===== src/rtl/epm_cfg.svh =====
`ifndef EPM_CFG_SVH
`define EPM_CFG_SVH

// Pin function select codes, three bits per pin.
`define EPM_SEL_MEM        3'h0
`define EPM_SEL_GPO        3'h1
`define EPM_SEL_MON_EN     3'h2
`define EPM_SEL_MON_CLK    3'h3

// Reset values.
`define EPM_SEL_RST        3'h0
`define EPM_WIDTH_RST      1'b0

// Power-on reset stretch in core clock cycles.
`define EPM_POR_CYCLES     4'hf

`endif


===== src/rtl/epm_pkg.sv =====
package epm_pkg;
   `include "epm_cfg.svh"

   typedef logic [2:0] epm_sel_t;

   typedef enum logic [1:0] {
      EPM_IN_RESET,
      EPM_WAIT_READ,
      EPM_ARMED
   } epm_gate_e;
endpackage


===== src/rtl/epm_sync_if.sv =====
`timescale 1ns/1ps
`default_nettype none

// Carries the raw pin levels into the synchroniser and the clean levels back.
interface epm_sync_if;
   logic [3:0] raw;
   logic [3:0] clean;
   modport sync (input raw, output clean);
   modport user (output raw, input clean);
endinterface

`default_nettype wire


===== src/rtl/epm_sync.sv =====
`timescale 1ns/1ps
`default_nettype none

// Two-stage synchroniser for pin levels entering the core clock domain.
module epm_sync (
   input  wire logic  core_clk,
   input  wire logic  rst,
   epm_sync_if.sync   sif
);
   logic [3:0] meta_q;
   logic [3:0] clean_q;

   // The first stage feeds only the second stage.
   always_ff @(posedge core_clk or posedge rst) begin
      if (rst) begin
         meta_q  <= 4'h0;
         clean_q <= 4'h0;
      end else begin
         meta_q  <= sif.raw;
         clean_q <= meta_q;
      end
   end

   assign sif.clean = clean_q;
endmodule

`default_nettype wire


===== src/rtl/epm_pin_mux.sv =====
// Notes on behaviour
// - Data pin is bidirectional in memory role, reaching the memory data line through output registers and a two-stage input synchroniser.
// - Data pin may instead be general output three or transmit enable/clock monitor; its clock monitor code 3'h3 drives the synchronised transmit clock.
// - Data pin in output or monitor role forces the memory select inactive.
// - Neither pin gives a general input in its alternate roles; outputs only.
// - Data pin is latched at reset release: high is 32-bit bus, low 16-bit.
// - Clock pin drives memory clock, or general output four, or receive monitors.
// - A dedicated active-low output is the memory chip select.
// - Logic runs from the 25 MHz crystal clock.
// - External active-low reset returns all logic to reset state.
// - With reset pin floating, internal power-on reset takes over.
// - Writes are ignored until one read occurs after reset or power saving.
`timescale 1ns/1ps
`default_nettype none
`include "epm_cfg.svh"

module epm_pin_mux
   import epm_pkg::*;
(
   input  wire logic           core_clk,
   input  wire logic           rst,
   input  wire logic           external_reset_n,
   input  wire logic           power_on_done,
   input  wire epm_pkg::epm_sel_t data_sel,
   input  wire epm_pkg::epm_sel_t clock_sel,
   input  wire logic           sel_write,
   input  wire logic           host_read,
   input  wire logic           power_save_exit,
   input  wire logic           general_output_three,
   input  wire logic           general_output_four,
   input  wire logic           mii_tx_en,
   input  wire logic           mii_tx_clk,
   input  wire logic           mii_rx_dv,
   input  wire logic           mii_rx_clk,
   input  wire logic           mem_data_out,
   input  wire logic           mem_data_drive,
   input  wire logic           mem_clock,
   input  wire logic           serial_mem_select,
   input  wire logic           serial_mem_data_pin_in,
   output logic                serial_mem_data_pin_out,
   output logic                serial_mem_data_pin_oe_n,
   output logic                serial_mem_clock_pin,
   output logic                serial_mem_select_n,
   output logic                mem_data_in,
   output logic                bus_width_strap,
   output logic                writes_enabled,
   output logic                core_reset
);
   import epm_pkg::*;

   // ----------------------------------------------------------------------
   // Reset combination and synchronisation
   // ----------------------------------------------------------------------
   epm_sync_if sif ();
   logic       rst_any;
   logic       rst_meta_q;
   logic       rst_sync_q;
   logic [3:0] por_cnt_q;

   // Any of the three reset sources drives the internal reset; a floating pin reads high.
   assign rst_any = rst | ~external_reset_n | ~power_on_done;

   // Asynchronous assert, synchronous release of the internal reset.
   always_ff @(posedge core_clk or posedge rst_any) begin
      if (rst_any) begin
         rst_meta_q <= 1'b1;
         rst_sync_q <= 1'b1;
      end else begin
         rst_meta_q <= 1'b0;
         rst_sync_q <= rst_meta_q;
      end
   end

   // Stretch the reset so the strap settles before it is caught.
   always_ff @(posedge core_clk or posedge rst_sync_q) begin
      if (rst_sync_q) begin
         por_cnt_q <= 4'h0;
      end else if (por_cnt_q != `EPM_POR_CYCLES) begin
         por_cnt_q <= por_cnt_q + 4'h1;
      end
   end

   assign core_reset = rst_sync_q | (por_cnt_q != `EPM_POR_CYCLES);

   // ----------------------------------------------------------------------
   // Pin input synchroniser
   // ----------------------------------------------------------------------
   assign sif.raw = {mii_rx_clk, mii_tx_clk, 1'b0, serial_mem_data_pin_in};

   epm_sync u_sync (
      .core_clk (core_clk),
      .rst      (rst_sync_q),
      .sif      (sif)
   );

   assign mem_data_in = sif.clean[0];

   // ----------------------------------------------------------------------
   // Bus width strap
   // ----------------------------------------------------------------------
   logic strap_taken_q;
   logic width_q;

   // Catch the data pin once at the end of the reset stretch.
   always_ff @(posedge core_clk or posedge rst_sync_q) begin
      if (rst_sync_q) begin
         strap_taken_q <= 1'b0;
         width_q       <= `EPM_WIDTH_RST;
      end else if (!strap_taken_q && core_reset) begin
         width_q <= sif.clean[0];
      end else if (!strap_taken_q) begin
         strap_taken_q <= 1'b1;
      end
   end

   assign bus_width_strap = width_q;  // High selects a 32-bit host bus.

   // ----------------------------------------------------------------------
   // Read-before-write gate
   // ----------------------------------------------------------------------
   epm_gate_e gate_q;

   // Writes stay blocked until a read is seen after reset or a wake-up.
   always_ff @(posedge core_clk or posedge rst_sync_q) begin
      if (rst_sync_q) begin
         gate_q <= EPM_IN_RESET;
      end else begin
         case (gate_q)
            EPM_IN_RESET:  gate_q <= core_reset ? EPM_IN_RESET : EPM_WAIT_READ;
            EPM_WAIT_READ: gate_q <= host_read ? EPM_ARMED : EPM_WAIT_READ;
            EPM_ARMED:     gate_q <= (power_save_exit && !host_read) ? EPM_WAIT_READ
                                                                      : EPM_ARMED;
            default:       gate_q <= EPM_IN_RESET;
         endcase
      end
   end

   assign writes_enabled = (gate_q == EPM_ARMED);

   // ----------------------------------------------------------------------
   // Function select registers
   // ----------------------------------------------------------------------
   epm_sel_t data_sel_q;
   epm_sel_t clock_sel_q;

   // Software sets the roles only through an accepted write.
   always_ff @(posedge core_clk or posedge rst_sync_q) begin
      if (rst_sync_q) begin
         data_sel_q  <= `EPM_SEL_RST;
         clock_sel_q <= `EPM_SEL_RST;
      end else if (sel_write && writes_enabled && !core_reset) begin
         data_sel_q  <= data_sel;
         clock_sel_q <= clock_sel;
      end
   end

   // Returns the output level chosen for a pin from its select code.
   function automatic logic pick(input epm_sel_t sel, input logic mem, input logic gpo,
                                 input logic mon_en, input logic mon_clk);
      case (sel)
         `EPM_SEL_MEM:     pick = mem;
         `EPM_SEL_GPO:     pick = gpo;
         `EPM_SEL_MON_EN:  pick = mon_en;
         `EPM_SEL_MON_CLK: pick = mon_clk;
         default:          pick = mem;
      endcase
   endfunction

   // True for the output and monitor roles; unused codes fall back to the memory role.
   function automatic logic is_alt(input epm_sel_t sel);
      is_alt = (sel == `EPM_SEL_GPO) || (sel == `EPM_SEL_MON_EN) || (sel == `EPM_SEL_MON_CLK);
   endfunction

   // ----------------------------------------------------------------------
   // Pin drivers
   // ----------------------------------------------------------------------
   logic data_alt;
   logic clock_alt;
   logic data_out_q;
   logic data_oe_n_q;
   logic clock_q;
   logic select_n_q;

   assign data_alt  = is_alt(data_sel_q);
   assign clock_alt = is_alt(clock_sel_q);

   // Register every pin output; alternate roles always drive, never listen.
   always_ff @(posedge core_clk or posedge rst_sync_q) begin
      if (rst_sync_q) begin
         data_out_q  <= 1'b0;
         data_oe_n_q <= 1'b1;
         clock_q     <= 1'b0;
         select_n_q  <= 1'b1;
      end else begin
         data_out_q  <= pick(data_sel_q, mem_data_out, general_output_three,
                             mii_tx_en, sif.clean[2]);
         // The data pin is released during the stretch so the strap level can be caught.
         data_oe_n_q <= core_reset ? 1'b1 : (data_alt ? 1'b0 : ~mem_data_drive);
         clock_q     <= pick(clock_sel_q, mem_clock, general_output_four,
                             mii_rx_dv, sif.clean[3]);
         select_n_q  <= (data_alt || clock_alt || core_reset) ? 1'b1
                                                              : ~serial_mem_select;
      end
   end

   assign serial_mem_data_pin_out  = data_out_q;
   assign serial_mem_data_pin_oe_n = data_oe_n_q;
   assign serial_mem_clock_pin     = clock_q;
   assign serial_mem_select_n      = select_n_q;
endmodule

`default_nettype wire


===== config.mk =====
export PLATFORM = sky130hd
export DESIGN_NAME = epm_pin_mux
export DESIGN_NICKNAME = d
export VERILOG_FILES = /design/src/rtl/epm_pkg.sv /design/src/rtl/epm_sync_if.sv /design/src/rtl/epm_sync.sv /design/src/rtl/epm_pin_mux.sv
export VERILOG_INCLUDE_DIRS = /design/src /design/src/rtl
export SDC_FILE = /design/constraint.sdc
export NUM_CORES = 1
export LEC_CHECK = 0
export ABC_CLOCK_PERIOD_IN_PS = 1300
export BUFFER_PORTS_ARGS = -buffer_cell sky130_fd_sc_hd__clkbuf_2
export CAP_MARGIN = 20
export CORE_MARGIN = 2
export CORE_UTILIZATION = 44
export CTS_CLUSTER_SIZE = 28
export DETAILED_ROUTE_END_ITERATION = 12
export HOLD_SLACK_MARGIN = 0.02
export PLACE_DENSITY = 0.73
export SLEW_MARGIN = 20
export SYNTH_ARGS = -nofsm -noshare
export SYNTH_HDL_FRONTEND = slang
export SYNTH_SLANG_ARGS = --single-unit
export TNS_END_PERCENT = 50

===== constraint.sdc =====
create_clock -name core_clk -period 1.3 [get_ports core_clk]
set_clock_uncertainty 0.2 [all_clocks]
set_input_delay 0.26 -clock core_clk [delete_from_list [all_inputs] [get_ports core_clk]]
set_output_delay 0.26 -clock core_clk [all_outputs]
set_load 0.01 [all_outputs]

# Yosys cells after proc, flatten, opt, wreduce, memory -nomap -nowiden
# Cells that the tools add are included.
[classes] n_eq_ne=9 n_addsub=1 n_mux=9 reduce_logical=14 n_bitwise=7
[op_table] operator="$eq A3 B2 Y1 const B" count=4
[op_table] operator="$eq A3 B1 Y1 const B" count=2
[op_table] operator="$logic_or A1 B1 Y1" count=6
[op_table] operator="$pmux W1 S3" count=2
[op_table] operator="$pmux W2 S3" count=1
[op_table] operator="$add A4 B1 Y4 const B" count=1
[op_table] operator="$logic_and A1 B1 Y1" count=4
[op_table] operator="$mux W1" count=4
[op_table] operator="$mux W2" count=2
[op_table] operator="$ne A4 B4 Y1 const B" count=1
[op_table] operator="$not A1 Y1" count=4
[op_table] operator="$logic_not A1 Y1" count=3
[op_table] operator="$or A1 B1 Y1" count=3
[op_table] operator="$eq A2 B1 Y1 const B" count=1
[op_table] operator="$eq A2 B2 Y1 const B" count=1
[op_table] operator="$logic_not A2 Y1" count=1
[totals] in_bits=24 reg_bits=26 word_cells=54 output_inout_bits=8

# Logic depth before layout (Yosys ltp)
[depth] depth_word=6 mapped_depth=5 ltp_nobuf=4

# By module
# Synthesis repeated with hierarchy kept, for this count alone.
[unflattened] cells_unflattened=77 area_unflattened_um2=1087.3
[modules_own_cells] module="epm_pin_mux" seq_area_each_um2=505.5 area_each_um2=883.3 cells_each=68 n_inst=1
[modules_own_cells] module="epm_sync" seq_area_each_um2=200.2 area_each_um2=203.9 cells_each=9 n_inst=1

# Worst setup path before layout
# Ideal clock, no wire load.
[synth_timing] kind="flip-flop to flip-flop" from="reg por_cnt_q[0]" to="reg clock_sel_q[0]" n_path_buf=1 path_slack_ns=-0.434 setup_time_ns=0.125 stages_incl_launch_ff=6 t_arrival_ns=1.408 period_less_slack_ns=1.734 path_cell_list="dfrtp_1 > ha_1 > and4b_4 > and3_4 > buf_8 > mux2_4"
[synth_via] elab_chain_cells=4
[synth_rtl] item="start, declared" line_no="epm_pin_mux.sv:58" source="logic [3:0] por_cnt_q;"
[synth_rtl] item="start signal, assigned" line_no="epm_pin_mux.sv:79" source="por_cnt_q <= por_cnt_q + 4'h1;"
[synth_rtl] item="$ne A4 B4 Y1 (no source line)"
[synth_rtl] item="$or A1 B1 Y1" line_no="epm_pin_mux.sv:83" source="assign core_reset = rst_sync_q | (por_cnt_q != `EPM_POR_CYCLES);"
[synth_rtl] item="$logic_not A1 Y1" line_no="epm_pin_mux.sv:151" source="end else if (sel_write && writes_enabled && !core_reset) begin"
[synth_rtl] item="$logic_and A1 B1 Y1" line_no="epm_pin_mux.sv:151"
[synth_rtl] item="end signal, assigned" line_no="epm_pin_mux.sv:150" source="clock_sel_q <= `EPM_SEL_RST;"
[synth_rtl] item="end signal, assigned" line_no="epm_pin_mux.sv:153" source="clock_sel_q <= clock_sel;"
[synth_rtl] item="end, declared" line_no="epm_pin_mux.sv:144" source="epm_sel_t clock_sel_q;"
# No other way between the ends.
# A chain may end at the register's enable or synchronous reset.

# Final worst setup path
[layout_timing] from="reg por_cnt_q[1]" to="out core_reset"
[layout_via] elab_chain_cells=2
[layout_rtl] item="$ne A4 B4 Y1 (no source line)"
[layout_rtl] item="$or A1 B1 Y1" line_no="epm_pin_mux.sv:83"
[layout_rtl] item="end, declared" line_no="epm_pin_mux.sv:47" source="output logic core_reset"
# No other way between the ends.

==> reports/qor.csv <==
stage;metric;value;unit
sta;final number of setup-violating endpoints;19;
drt;Vias/cell;4.82;
power_and_ir_drop;Seq pwr share;47.5;%
floorplan;initial core utilization;47.1;%
drt;First DRT Iteration DRCs;1;
synthesis;Distinct cells, synth;24;
synthesis;Post-Syn Area;1050;um2
floorplan;I/O pins;32;
cells_and_area;Final Core Density;73.3;%
critical_path;worst-path fanout max;3;
clock_tree;maximum clock path buffer count;2;
synthesis;Post-Syn Nets;104;
grt;largest net degree at the start of global routing;21;
clock_tree;Num Clock Sinks;26;
floorplan;Chip Height;52.9;um
sta;fin worst setup slack;-545;ps
drt;final WL;2360;um
clock_tree;number of H-tree levels;1;
clock_tree;TritonCTS Buffers;3;
power_and_ir_drop;Switching Share;29.6;%
grt;GRT Total Usage;20.5;%
grt;Overflow after GRT;0;
min_path;Hold Path Class;in2reg;
critical_path;Worst EP required;840;ps
grt;vias in the first global route;917;
placed_design;Placer Congestion;0.792;
sta;post-route minimum period;1840;ps
clock_tree;Clock Latency Late Sink;310;ps
drt;Wirelength per Cell;13.5;um
status;outcome;finished with violations;
cells_and_area;filler cell count;168;
placed_design;Port Buffer Count;31;
synthesis;#FFs+latches synth;26;
sta;FMAX;542;MHz
clock_tree;CTS root buf;clkbuf_4;
synthesis;Mapped Cells;79;
power_and_ir_drop;Int Pwr;0.00173;W
clock_tree;Clock Pin Slew Worst Setup and Hold Paths;120;ps
sta;final hold vios;0;
sta;fin crit share;142;%
floorplan;Die Width;52.9;um
synthesis;Seq/Total Area, Yosys;62.4;%
sta;Slew Viols, Final;0;
drt;via count;843;
critical_path;CP startpoint kind;flop;
floorplan;die area;2800;um2
status;failing checks;setup timing;
drt;total iterations of the first detailed-routing run;2;
power_and_ir_drop;clock network power share;13.3;%
cells_and_area;final non-filler cell total;175;
drt;DRC;0;
placed_design;hpwl dp;1540;um
cells_and_area;area of the multi-input gates;398;um2
power_and_ir_drop;Worst VDD drop;0.00141;V
power_and_ir_drop;Gate power share;39.2;%
power_and_ir_drop;Leak;0.804;nW
cells_and_area;storage element area;657;um2
cells_and_area;area grow syn2layout;55.7;%
critical_path;Crit. End Element;primary output;
cells_and_area;Final nets;174;
power_and_ir_drop;PD cells;1500;nW/um2
synthesis;Mapped Avg Cell Area;13.3;um2
sta;RSZ-0062 raised after global routing;yes;
cells_and_area;number of diodes;0;
critical_path;critical path class;reg2out;
flow_run;Max-Cap Viols;0;
grt;first-pass GRT wire length;3970;um
clock_tree;CTS tree;yes;
synthesis;Yosys warning count;0;
grt;initial antenna violation count;0;
placed_design;# placed instances;148;
placed_design;Place WS;-352;ps
cells_and_area;layout cells sized above 1;53.7;%
floorplan;cell row count;17;
power_and_ir_drop;Sw Pwr;0.000728;W
critical_path;CP Data Arrival Time;1380;ps
drt;final antenna-violating net count;0;
floorplan;core region area;2230;um2
path summary, 6_finish.rpt:
path                              startpoint                      end  slack (ps)  cells after the start
min in group asynchronous         rst_sync_q           clock_sel_q[1]         130                      2
max in group asynchronous         rst_sync_q             por_cnt_q[2]         140                      2
worst max register to register  por_cnt_q[1]            data_sel_q[0]        -490                      5
worst min register to register    rst_sync_q           clock_sel_q[1]         130                      2
worst min-delay path            mem_data_out  serial_mem_data_pin_out          40                      2
worst max-delay path            por_cnt_q[1]               core_reset        -540                      5
synth_stat cells (all sizes together):
library cell,instances,area (um2)
dfstp,4,105
and3b,1,8.76
dfrtp,22,551
xor2,1,8.76
or2,1,6.26
nor2,11,41.3
and2b,1,10.0
o21ai,4,20.0
and3,1,11.3
conb,1,3.75
o221a,2,22.5
mux2i,3,30.0
o32ai,1,8.76
inv,5,18.8
nor2b,1,6.26
ha,1,12.5
a21oi,3,15.0
nand2,1,3.75
buf,1,15.0
mux2,8,113
nand3,4,20.0
and4b,1,13.8
or3,1,6.26
power groups by stage:
stage          Combinational, W  Clock, W  Sequential (W)
2_1_floorplan          0.000453         0         0.00117
3_3_place_gp           0.000712         0         0.00116
3_5_place_dp           0.000734         0         0.00118
4_1_cts                0.000841  0.000344         0.00117
5_1_grt                 0.00106  0.000374         0.00121
6_report               0.000966  0.000327         0.00117
logic make-up after synthesis:
family                   count (synthesis)  synth area share [%]
AO/OA/AOI/OAI                           10                  6.31
XOR/XNOR                                 1                 0.833
adder cells (fa/ha/maj)                  1                  1.19
buffers and inverters                    6                  3.21
flip-flops                              26                  62.4
multiplexers                            11                  13.6
other                                    1                 0.357
AND/OR/NAND/NOR                         23                  12.1
flip-flops by register name, indices dropped and copies added, names as in the netlist, 2 cells and up:
name	cells
clock_sel_q	3
gate_q	2
por_cnt_q	4
data_sel_q	3
u_sync.sif.clean	3
u_sync.meta_q	3
routing by layer:
metal | GRT usage (%) | vias to the layer above | wire length, um
met1 | 25.0 | 413 | 927
met5 | 0 | - | 0
met4 | 7.69 | 0 | 29
met2 | 35.8 | 22 | 1310
li1 | - | 404 | -
met3 | 3.67 | 4 | 89
repair_timing:
action	CTS	global route
pin swaps	3	1
hold buffers	16	0
setup buffers	4	4
setup endpoints to repair	18	22
hold endpoints to repair	18	0
gates resized for setup	9	15
metrics by stage:
step | setup TNS (ps) | total power [W] | hold slack [ps] | instance area [um2]
final | -5440 | 0.00246 | 39.6 | 1640
after global routing | -6370 | 0.00264 | 40.0 | 1640
after CTS | -5180 | 0.00235 | 21.1 | 1560
after detailed placement | -3310 | 0.00192 | -25.2 | 1320
after global placement | -2860 | 0.00187 | -24.7 | 1320
after floorplan | -3190 | 0.00162 | 80.3 | 1050
worst max-delay path: stages, from the launching register on:
cell	delay (ps)
dfrtp_1	380
ha_2	190
and4b_4	260
buf_6	110
inv_4	30
buf_6	110
placed cells by master (no fill, tap or decap), drive strengths merged, types with 3 or more instances in the layout:
cell type,n
o21ai,4
inv,5
buf,23
nor2,11
nand3,4
a21oi,3
dlygate4sd3,16
mux2,8
dfrtp,22
clkbuf,30
dfstp,4
mux2i,3
area by class of cell:
cell class | instances | share of cell area [%]
inverters | 5 | 1.30
flip-flops and latches | 26 | 40.1
clock buffers | 3 | 1.38
repair buffers | 66 | 30.7
multi-input cells | 47 | 24.3
well taps | 28 | 2.14
(Power assumes the default switching activity.)
